[config.mk]
export PLATFORM = sky130hd
export DESIGN_NAME = pwi_port_regs
export DESIGN_NICKNAME = d
export VERILOG_FILES = /design/src/shared/pwi_pkg.sv /design/src/rtl/pwi_port_regs.sv
export SDC_FILE = /design/constraint.sdc
export NUM_CORES = 1
export LEC_CHECK = 0
export BUFFER_PORTS_ARGS = -buffer_cell sky130_fd_sc_hd__buf_2
export CAP_MARGIN = 20
export CORE_MARGIN = 2
export CORE_UTILIZATION = 35
export DETAILED_ROUTE_END_ITERATION = 10
export GPL_TIMING_DRIVEN = 0
export SYNTH_ARGS = -nofsm -noshare
export SYNTH_HDL_FRONTEND = slang
export SYNTH_SLANG_ARGS = --single-unit
[constraint.sdc]
create_clock -name ref_clk -period 1.85 [get_ports ref_clk]
set_input_delay 0.185 -clock ref_clk [delete_from_list [all_inputs] [get_ports ref_clk]]
set_output_delay 0.185 -clock ref_clk [all_outputs]
set_load 0.05 [all_outputs]
[src/shared/pwi_pkg.sv]
// Shared constants and types for the per-port wake and interrupt register bank.
`default_nettype none
package pwi_pkg;

  ////////////////////////////////////////////////////////////////////////////
  // Address decode: word address = {port nibble, register index}.
  localparam logic [3:0]  PWI_PORT_MIN     = 4'h1;
  localparam logic [3:0]  PWI_PORT_MAX     = 4'h6;
  localparam int          PWI_PORT_FIRST   = 1;
  localparam int          PWI_PORT_LAST    = 6;
  localparam int          PWI_PHY_LAST     = 5;
  localparam int          PWI_PORT_MSB     = 15;
  localparam int          PWI_PORT_LSB     = 12;
  localparam logic [11:0] PWI_REG_TAG_HIGH = 12'h000;
  localparam logic [11:0] PWI_REG_TAG_LOW  = 12'h001;
  localparam logic [11:0] PWI_REG_EVT      = 12'h013;
  localparam logic [11:0] PWI_REG_ENA      = 12'h017;
  localparam logic [11:0] PWI_REG_IRQ      = 12'h01b;
  localparam logic [11:0] PWI_REG_MASK     = 12'h01f;

  ////////////////////////////////////////////////////////////////////////////
  // Field positions.
  localparam int PWI_BIT_MAGIC  = 2;
  localparam int PWI_BIT_LINK   = 1;
  localparam int PWI_BIT_ENERGY = 0;
  localparam int PWI_BIT_PHY    = 1;
  localparam int PWI_BIT_ACL    = 0;

  ////////////////////////////////////////////////////////////////////////////
  // Values after reset.
  localparam logic [7:0] PWI_TAG_HIGH_RST = 8'h00;
  localparam logic [7:0] PWI_TAG_LOW_RST  = 8'h01;
  localparam logic [2:0] PWI_EVT_RST      = 3'h0;
  localparam logic [2:0] PWI_ENA_RST      = 3'h0;
  localparam logic [1:0] PWI_MASK_RST     = 2'h0;
  localparam logic [7:0] PWI_RDATA_RST    = 8'h00;

  ////////////////////////////////////////////////////////////////////////////
  // Types.
  typedef enum logic [1:0] {
    PWI_BUS_IDLE = 2'b00,
    PWI_BUS_DONE = 2'b01
  } pwi_bus_e;

  typedef struct packed {
    logic [7:0] tag_high;
    logic [7:0] tag_low;
    logic [2:0] evt;
    logic [2:0] ena;
    logic       acl_st;
    logic [1:0] mask;
  } pwi_port_s;

  typedef struct packed {
    pwi_port_s [6:1] port;
    pwi_bus_e        bus;
    logic [7:0]      rdata;
  } pwi_state_s;

  // One-cycle event pulses and levels from the switch core, one bit per port.
  typedef struct packed {
    logic [6:1] magic;
    logic [6:1] link;
    logic [6:1] energy;
    logic [6:1] phy_irq;
    logic [6:1] acl_irq;
  } pwi_evt_s;

endpackage
`default_nettype wire

[src/rtl/pwi_port_regs.sv]
// Per-port default tag, wake event and interrupt register bank on Avalon-MM.
`default_nettype none
`timescale 1ns/100ps

// Contract
// - Decode port nibble; ports 1-6, PHY 1-5.
// - Tag high byte RW, resets zero.
// - Tag low byte RW, resets one.
// - Magic packet sets event bit 2.
// - Link up sets bit 1, PHY ports.
// - Cable energy sets bit 0, PHY ports.
// - Enable bit 2 lets magic drive wake.
// - Enable bit 1 lets link drive wake.
// - Enable bit 0 lets energy drive wake.
// - Status bit 1 shows PHY irq, PHY only.
// - Status bit 0 set by ACL counter irq.
// - ACL status cleared by mask bit toggle.
// - Interrupt gated by per-port mask register; status reads ungated.
// - Mask bit1 PHY, bit0 ACL, 0 enables.
module pwi_port_regs
  import pwi_pkg::*;
(
  input  wire logic       ref_clk,
  input  wire logic       reset,
  input  wire logic [15:0] avs_address,
  input  wire logic       avs_read,
  input  wire logic       avs_write,
  input  wire logic [7:0] avs_writedata,
  output logic      [7:0] avs_readdata,
  output logic            avs_waitrequest,
  input  wire pwi_evt_s   port_evt,
  output logic            wake_output,
  output logic            port_irq
);

  pwi_state_s  st;
  pwi_state_s  next_st;
  logic [3:0]  sel_port;
  logic [11:0] sel_reg;
  logic        addr_hit;
  logic [6:1]  is_phy;
  logic [6:1]  wake_hit;
  logic [6:1]  irq_hit;
  logic [6:1]  ena_set;
  logic [1:0]  flags [6:1];

  ////////////////////////////////////////////////////////////////////////////
  // Address split; only port nibbles 1 to 6 reach a register.
  assign sel_port = avs_address[PWI_PORT_MSB:PWI_PORT_LSB];
  assign sel_reg  = avs_address[PWI_PORT_LSB-1:0];
  assign addr_hit = (sel_port >= PWI_PORT_MIN) && (sel_port <= PWI_PORT_MAX);

  ////////////////////////////////////////////////////////////////////////////
  // Per-port status view, wake and interrupt terms.
  for (genvar g = PWI_PORT_FIRST; g <= PWI_PORT_LAST; g++) begin : g_port
    assign is_phy[g]   = (g <= PWI_PHY_LAST);
    // The PHY source only exists on ports with an integrated PHY.
    assign flags[g]    = {port_evt.phy_irq[g] & is_phy[g], st.port[g].acl_st};
    assign wake_hit[g] = |(st.port[g].evt & st.port[g].ena);
    assign irq_hit[g]  = |(flags[g] & ~st.port[g].mask);
    assign ena_set[g]  = |st.port[g].ena;
  end

  // Both outputs are levels: wake follows the stored event flags, port_irq the stored ACL flag and the live PHY input.
  assign wake_output = |wake_hit;
  assign port_irq    = |irq_hit;

  // One wait cycle: the answer stands in the cycle after the request is seen.
  assign avs_waitrequest = (avs_read || avs_write) && (st.bus != PWI_BUS_DONE);
  assign avs_readdata    = st.rdata;

  ////////////////////////////////////////////////////////////////////////////
  // Next-state logic for the bus handshake and every port register.
  always_comb begin
    logic [7:0] rd_value;
    logic       wr_now;
    logic       wr_p;
    logic       toggle;
    logic [2:0] evt_clr;
    logic [2:0] evt_set;
    rd_value = 8'h00;
    wr_now   = 1'b0;
    wr_p     = 1'b0;
    toggle   = 1'b0;
    evt_clr  = 3'h0;
    evt_set  = 3'h0;
    next_st  = st;
    // Writes take effect at the edge where waitrequest is seen low.
    wr_now = (st.bus == PWI_BUS_DONE) && avs_write && addr_hit;
    for (int p = PWI_PORT_FIRST; p <= PWI_PORT_LAST; p++) begin
      wr_p = wr_now && (sel_port == 4'(p));
      // Read mux; reads have no side effect on any flag.
      if (addr_hit && sel_port == 4'(p)) begin
        case (sel_reg)
          PWI_REG_TAG_HIGH: rd_value = st.port[p].tag_high;
          PWI_REG_TAG_LOW:  rd_value = st.port[p].tag_low;
          PWI_REG_EVT:      rd_value = {5'h00, st.port[p].evt};
          PWI_REG_ENA:      rd_value = {5'h00, st.port[p].ena};
          PWI_REG_IRQ:      rd_value = {6'h00, flags[p]};
          PWI_REG_MASK:     rd_value = {6'h00, st.port[p].mask};
          default:          rd_value = 8'h00;
        endcase
      end
      if (wr_p && sel_reg == PWI_REG_TAG_HIGH) begin
        next_st.port[p].tag_high = avs_writedata;
      end
      if (wr_p && sel_reg == PWI_REG_TAG_LOW) begin
        next_st.port[p].tag_low = avs_writedata;
      end
      if (wr_p && sel_reg == PWI_REG_ENA) begin
        next_st.port[p].ena = avs_writedata[2:0];
      end
      if (wr_p && sel_reg == PWI_REG_MASK) begin
        next_st.port[p].mask = avs_writedata[1:0];
      end
      // Write one to clear; a new event in the same cycle wins.
      evt_clr = (wr_p && sel_reg == PWI_REG_EVT) ? avs_writedata[2:0] : 3'h0;
      evt_set[PWI_BIT_MAGIC]  = port_evt.magic[p];
      evt_set[PWI_BIT_LINK]   = port_evt.link[p] & is_phy[p];
      evt_set[PWI_BIT_ENERGY] = port_evt.energy[p] & is_phy[p];
      next_st.port[p].evt = (st.port[p].evt & ~evt_clr) | evt_set;
      // The ACL flag clears only on a change of the ACL mask bit.
      toggle = wr_p && (sel_reg == PWI_REG_MASK) && (avs_writedata[PWI_BIT_ACL] != st.port[p].mask[PWI_BIT_ACL]);
      next_st.port[p].acl_st = port_evt.acl_irq[p] | (st.port[p].acl_st & ~toggle);
    end
    case (st.bus)
      PWI_BUS_IDLE: begin
        if (avs_read || avs_write) begin
          next_st.bus = PWI_BUS_DONE;
        end
        if (avs_read) begin
          next_st.rdata = rd_value;
        end
      end
      PWI_BUS_DONE: begin
        next_st.bus = PWI_BUS_IDLE;
      end
      default: begin
        next_st.bus = PWI_BUS_IDLE;
      end
    endcase
    if (reset) begin
      for (int p = PWI_PORT_FIRST; p <= PWI_PORT_LAST; p++) begin
        next_st.port[p].tag_high = PWI_TAG_HIGH_RST;
        next_st.port[p].tag_low  = PWI_TAG_LOW_RST;
        next_st.port[p].evt      = PWI_EVT_RST;
        next_st.port[p].ena      = PWI_ENA_RST;
        next_st.port[p].acl_st   = 1'b0;
        next_st.port[p].mask     = PWI_MASK_RST;
      end
      next_st.bus   = PWI_BUS_IDLE;
      next_st.rdata = PWI_RDATA_RST;
    end
  end

  ////////////////////////////////////////////////////////////////////////////
  // State register; reset is applied through the next-state logic.
  always_ff @(posedge ref_clk) begin
    st <= next_st;
  end
endmodule // pwi_port_regs
`default_nettype wire

==> results of run 1 <==
-- worst paths after layout --
kind	endpoint	startpoint
hold reg to reg	st[133]	st[133]
setup reg to reg	avs_readdata[0]	st[35]
setup / recovery	wake_output	st[93]
hold / removal	st[55]	avs_writedata[3]
-- logic make-up (layout without fill, tap and decap cells) --
kind of cell    count (synthesis)  in the layout  share of synthesized area (%)
mux                           107            107                           14.6
buf+inv                        90            229                           5.39
flops                         159            159                           41.3
xor+xnor                        6              6                          0.681
compound gates                198            198                           16.4
simple gates                  350            350                           21.7
-- power by group through the flow --
stage               Combinational (µW)  Clock (µW)  Sequential (µW)
global route                       712        3500             3520
CTS                                646        3360             3510
global placement                   588           0             3590
detailed placement                 591           0             3590
floorplan                          356           0             3570
finish                             672        3340             3510
-- critical path, delay by kind of cell (launching register included) --
family	cells	cell delay, ps
buf+inv	1	200
compound gates	2	430
flops	1	340
simple gates	2	390
-- stage by stage --
stage / util (%) / total power, µW / setup TNS (ps) / worst slack [ps]
finish: 44.3 / 7530 / -147 / -129
global route: 44.3 / 7730 / -588 / -150
detailed placement: 38.6 / 4180 / -55520 / -687
floorplan: - / 3920 / -9.54 / -9.54
global placement: 38.6 / 4170 / -52660 / -714
CTS: 43.3 / 7520 / -263 / -114
-- flip-flops by register name, indices dropped and copies added, names as in the netlist --
name,count
avs_readdata,8
st,145
flags,6
-- cell type report --
type | count | share of cell area, %
Inverter | 12 | 0.468
Clock inverter | 10 | 0.792
Buffer | 74 | 4.14
Clock buffer | 22 | 4.92
Sequential cell | 159 | 33.1
Tap cell | 280 | 3.64
Timing Repair Buffer | 111 | 8.20
Multi-Input combinational cell | 661 | 44.7
-- routing by layer --
| metal | track usage, % | wire, µm | share of wire, % |
|---|---|---|---|
| met5 | 0 | 13 | 0.049 |
| met4 | 7.85 | 804 | 3.0 |
| met3 | 5.06 | 2240 | 8.4 |
| met2 | 35.5 | 11900 | 45 |
| met1 | 30.6 | 11800 | 44 |
-- timing repair --
action	CTS	global route
hold endpoints to repair	22	0
setup endpoints to repair	135	102
gates resized for setup	38	43
hold buffers	22	0
setup buffers	16	12
pin swaps	9	11
-- placed cells by master, fill, tap and decap left out, types with 10 or more instances in the layout --
| cell | Yosys | routed |
|---|---|---|
| clkbuf_2 | 1 | 12 |
| inv_1 | 12 | 12 |
| clkbuf_1 | 52 | 39 |
| dlygate4sd3_1 | 0 | 22 |
| dfxtp_1 | 159 | 152 |
| nor2_1 | 113 | 105 |
| a221oi_1 | 14 | 10 |
| mux2i_1 | 80 | 80 |
| a22oi_1 | 15 | 15 |
| nand2_1 | 104 | 104 |
| clkbuf_16 | 0 | 17 |
| nor2b_1 | 12 | 11 |
| buf_2 | 10 | 63 |
| nor3_1 | 14 | 12 |
| buf_4 | 11 | 34 |
| o21ai_0 | 21 | 19 |
| a21oi_1 | 94 | 94 |
| and2_1 | 11 | 10 |
| nand3_1 | 53 | 51 |
| mux2_2 | 25 | 25 |
==> flow_metrics.py, run 1 <==
metrics = {
    "yosys": {
        "yosysTopAreaCellShare_pct": 41.3,
        "synth.area.top_cells": "dfxtp_1 (41%), mux2i_1 (10%), a21oi_1 (6.1%)",
        "netlist_area_mm2": 0.00771,
        "synthFlopType": "dfxtp_1",
        "synth_commonest_cells": "dfxtp_1 (159), nor2_1 (113), nand2_1 (104)",
        "synth.largest_area_cell": "dfxtp_1",
        "async_flop_share_pct": 0,
        "synthMostInstantiatedCell": "dfxtp_1",
        "syn_nets": 968,
        "syn_avg_cell_area_um2": 8.47,
        "ys_ff_latch": 159,
        "synthCells": 910,
        "synth_edf_count": 0,
        "yosysWarnings": 0,
        "synth.yosys.seq_area_share_pct": 41.3,
        "synth.distinct_cells": 67,
    },
    "critical_path": {
        "slowest_stage": "dfxtp_2",
        "cp.arrival_ps": 1790,
        "cp.required_ps": 1660,
        "worstSetupPathType": "register to output port",
        "max_stage_delay_ps": 340,
        "crit_path_end_kind": "output port",
        "critPathLaunchType": "register",
        "crit_fanout": 3,
        "reg2reg_depth": 5,
        "regToRegSetupSlack_ps": -20,
        "path_cells": "a22o_1, a221oi_2, and3_1, nand4_1, buf_6",
    },
    "die": {
        "placementRows": 54,
        "dieHeight_um": 152,
        "ioPinCount": 69,
        "initial_utilization_pct": 35.4,
        "dieArea_mm2": 0.0232,
        "design.core.area_mm2": 0.0218,
        "die_x_um": 152,
    },
    "layout": {
        "drive_gt1_share_pct": 22.6,
        "multi_input_area_mm2": 0.00431,
        "stdcell_count": 1329,
        "fin_nets": 1094,
        "final-seq-area_mm2": 0.00319,
        "finalInstanceArea_mm2": 0.00963,
        "fillerInstances": 2166,
        "area_growth_pct": 24.9,
        "diodes": 0,
    },
    "pwr": {
        "power.switching_uw": 1980,
        "p_leak_uw": 0.00341,
        "intPower_uw": 5540,
        "combPwrFrac_pct": 8.9,
        "p_clk_share_pct": 44.4,
        "ir_drop_mv": 0.640,
        "swShare_pct": 26.3,
        "seqPwrFrac_pct": 46.7,
        "p_per_area_mw_per_mm2": 781,
    },
    "flow_run": {
        "maxCapViolCount": 0,
    },
    "placed_design": {
        "place.gp.congestion": 0.929,
        "dp_hpwl_um": 19200,
        "io_buffers": 61,
        "place_area_mm2": 0.00839,
        "place_inst": 1251,
    },
    "timing": {
        "post-route-min-period_ps": 1980,
        "fin_skew_ps": 7.66,
        "hold_ws_ps": 17.9,
        "fmaxAchievable_mhz": 505,
        "rsz0062_at_grt": "true",
        "finalCritPeriodShare_pct": 107,
        "worst_slack_ps": -129,
        "setup_viol": 2,
        "worstMarginPinSlew_ps": 886,
        "maxSlewViolCount": 0,
        "hold_viol": 0,
        "relSlewSlack_pct": 40.9,
    },
    "global_routing": {
        "grt_pass1_vias": 7010,
        "antenna_found_initial": 1,
        "grt_pass1_wl_um": 40700,
        "grt_overflow": 0,
        "grt_use_total_pct": 22.6,
        "grt_start_max_net_pins": 17,
    },
    "route": {
        "remaining_drc_errors": 0,
        "vias": 7481,
        "drt_iter0_markers": 739,
        "ant_nets": 0,
        "via_per_inst": 5.63,
        "drt_pre_antenna_iters": 5,
        "wl_per_cell_um": 20.1,
        "routed_wl_um": 26700,
    },
    "cts": {
        "cts_tree": "built",
        "clk_transition_reported_paths_ps": 70,
        "clock_path_buffers": 2,
        "cts-root-buf": "clkbuf_16",
        "clock_sinks": 159,
        "clk_latency_ps": 440,
        "htreeDepth": 4,
        "cts-buffers-inserted": 17,
    },
    "worst_hold_path": {
        "whs_path_depth": 3,
        "min_path_type": "input port to register",
    },
    "status": {
        "status": "finished, violations left",
        "violations": "setup timing",
    },
}
Power figures use the tool's default switching activity.
==> run 2, diff against run 1 <==
CTS_BUF_LIST = sky130_fd_sc_hd__clkbuf_4   (was unset)
==> run 2 against run 1 <==
Compared with the run above:
- the run still ends with setup timing left
- worst setup slack worse by 190 ps
- sequential cell count stayed put
- core utilization is 1.0 points lower
- highest routed layer unchanged
- combinational power is 2% higher
- clock-buffer cell count is 3 lower
- via count hardly changed
- largest cell class unchanged
- clock skew is 15 ps higher
- global-route usage is 0.13 points higher
- non-clock buffer count is 12 higher
- sequential share of layout area is 0.89 points higher
- routed wire length is 0.45% higher
==> flow_metrics.py, run 2 (same netlist as run 1, synthesis figures left out) <==
metrics = {
    "critical_path": {
        "cp.arrival_ps": 1980,
        "cp.required_ps": 1660,
        "crit_path_end_kind": "output port",
        "critPathLaunchType": "register",
        "regToRegSetupSlack_ps": 30,
        "crit_fanout": 3,
        "worstSetupPathType": "register to output port",
    },
    "placed_design": {
        "io_buffers": 61,
        "place_area_mm2": 0.00839,
        "place.gp.congestion": 0.929,
        "dp_slack_ps": -687,
        "dp_hpwl_um": 19200,
    },
    "status": {
        "status": "finished, violations left",
        "violations": "setup timing",
    },
    "pwr": {
        "power_uw": 6100,
        "p_per_area_mw_per_mm2": 648,
        "p_leak_uw": 0.00331,
        "ir_drop_mv": 0.308,
    },
    "global_routing": {
        "grt_use_total_pct": 22.7,
        "grt_start_max_net_pins": 17,
        "grt_pass1_wl_um": 40900,
        "grt_overflow": 0,
        "grt_pass1_vias": 7009,
        "antenna_found_initial": 2,
    },
    "die": {
        "ioPinCount": 69,
        "placementRows": 54,
        "dieHeight_um": 152,
        "die_x_um": 152,
        "design.core.area_mm2": 0.0218,
        "dieArea_mm2": 0.0232,
        "initial_utilization_pct": 35.4,
    },
    "route": {
        "vias": 7480,
        "remaining_drc_errors": 0,
        "drt_iter0_markers": 735,
        "drt_pre_antenna_iters": 8,
        "wl_per_cell_um": 20.0,
        "ant_nets": 0,
        "routed_wl_um": 26800,
        "via_per_inst": 5.57,
    },
    "timing": {
        "fmaxAchievable_mhz": 462,
        "post-route-min-period_ps": 2160,
        "setup_viol": 2,
        "worstMarginPinSlew_ps": 914,
        "hold_viol": 0,
        "maxSlewViolCount": 0,
        "worst_slack_ps": -314,
        "fin_skew_ps": 22.7,
        "tns_ps": -366,
        "rsz0062_at_grt": "true",
        "relSlewSlack_pct": 39.1,
        "finalCritPeriodShare_pct": 117,
        "hold_ws_ps": 59.3,
    },
    "cts": {
        "cts-buffers-inserted": 17,
        "clock_sinks": 159,
        "cts-root-buf": "clkbuf_4",
        "clk_transition_reported_paths_ps": 150,
        "clock_path_buffers": 2,
        "htreeDepth": 4,
        "cts_tree": "built",
        "clk_latency_ps": 610,
    },
    "layout": {
        "mostFrequentLayoutCells": "dfxtp_1 (146), nor2_1 (105), nand2_1 (103), a21oi_1 (91), mux2i_1 (80)",
        "layout_commonest_cell": "dfxtp_1",
        "largest_register_ffs": 145,
        "finalInstanceArea_mm2": 0.00941,
        "regMostFlops": "st",
        "drive_gt1_share_pct": 22.4,
        "fin_nets": 1106,
        "area_growth_pct": 22.0,
    },
    "flow_run": {
        "maxCapViolCount": 0,
    },
    "worst_hold_path": {
        "min_path_type": "input port to register",
    },
}
[run 2: cell count changes in the layout (fill, tap and decap cells not counted), moves of 5 or more]
cell           change
dlygate4sd3_1      +8
dfxtp_1            -6
clkbuf_2           -5
clkbuf_4          +17
clkbuf_16         -17
dfxtp_2            +5
[run 2: metal layers]
metal  wire length [µm]  GRT usage (%)  up-vias  share of wire [%]
met5                 13              0        -              0.048
met4                686           8.16        2                2.6
met3               2270           4.81       66                8.5
met2              12200           35.9      354                 45
met1              11700           30.7     3564                 44
li1                   -              -     3494                  -
[run 2: through the flow]
step | cells | utilization (%)
floorplan | 910 | -
global placement | 1251 | 38.6
detailed placement | 1251 | 38.6
CTS | 1331 | 42.2
global route | 1342 | 43.3
finish | 1342 | 43.3
[run 2: timing repair]
item | in CTS | in global routing
cloned | 1 | 0
setup buffers | 17 | 15
pin swaps | 10 | 17
endpoints found under the setup margin | 125 | 107
endpoints found under the hold margin | 33 | 0
hold buffers | 30 | 0
gates resized for setup | 39 | 35
[run 2: final timing paths]
| kind | startpoint | end | cells after the start |
|---|---|---|---|
| setup reg to reg | st[35] | avs_readdata[0] | 5 |
| setup / recovery | st[93] | wake_output | 5 |
| hold / removal | avs_address[15] | avs_readdata[2] | 4 |
| hold reg to reg | st[133] | st[133] | 2 |
[run 2: report_power, final]
part	switching, µW	leakage, µW	total [µW]	internal (µW)
logic	436	0.00189	683	247
registers	41.8	0.00129	3510	3470
clock network	1340	0.000134	1900	560
total	1820	0.00331	6100	4280
[run 2: cell type report]
type | count | area (µm²)
Tap cell | 280 | 350
Multi-Input combinational cell | 661 | 4280
Inverter | 12 | 45.0
Sequential cell | 159 | 3200
Fill cell | 2215 | 12300
Antenna cell | 1 | 2.50
Clock buffer | 19 | 143
Timing Repair Buffer | 124 | 927
Buffer | 73 | 374
Clock inverter | 13 | 87.6
[run 2: worst max-delay path, stage by stage, from the launching register on]
cell and delay [ps]:
dfxtp_2 360, a22o_1 230, a221oi_2 200, and3_1 230, nand4_1 140, buf_6 200
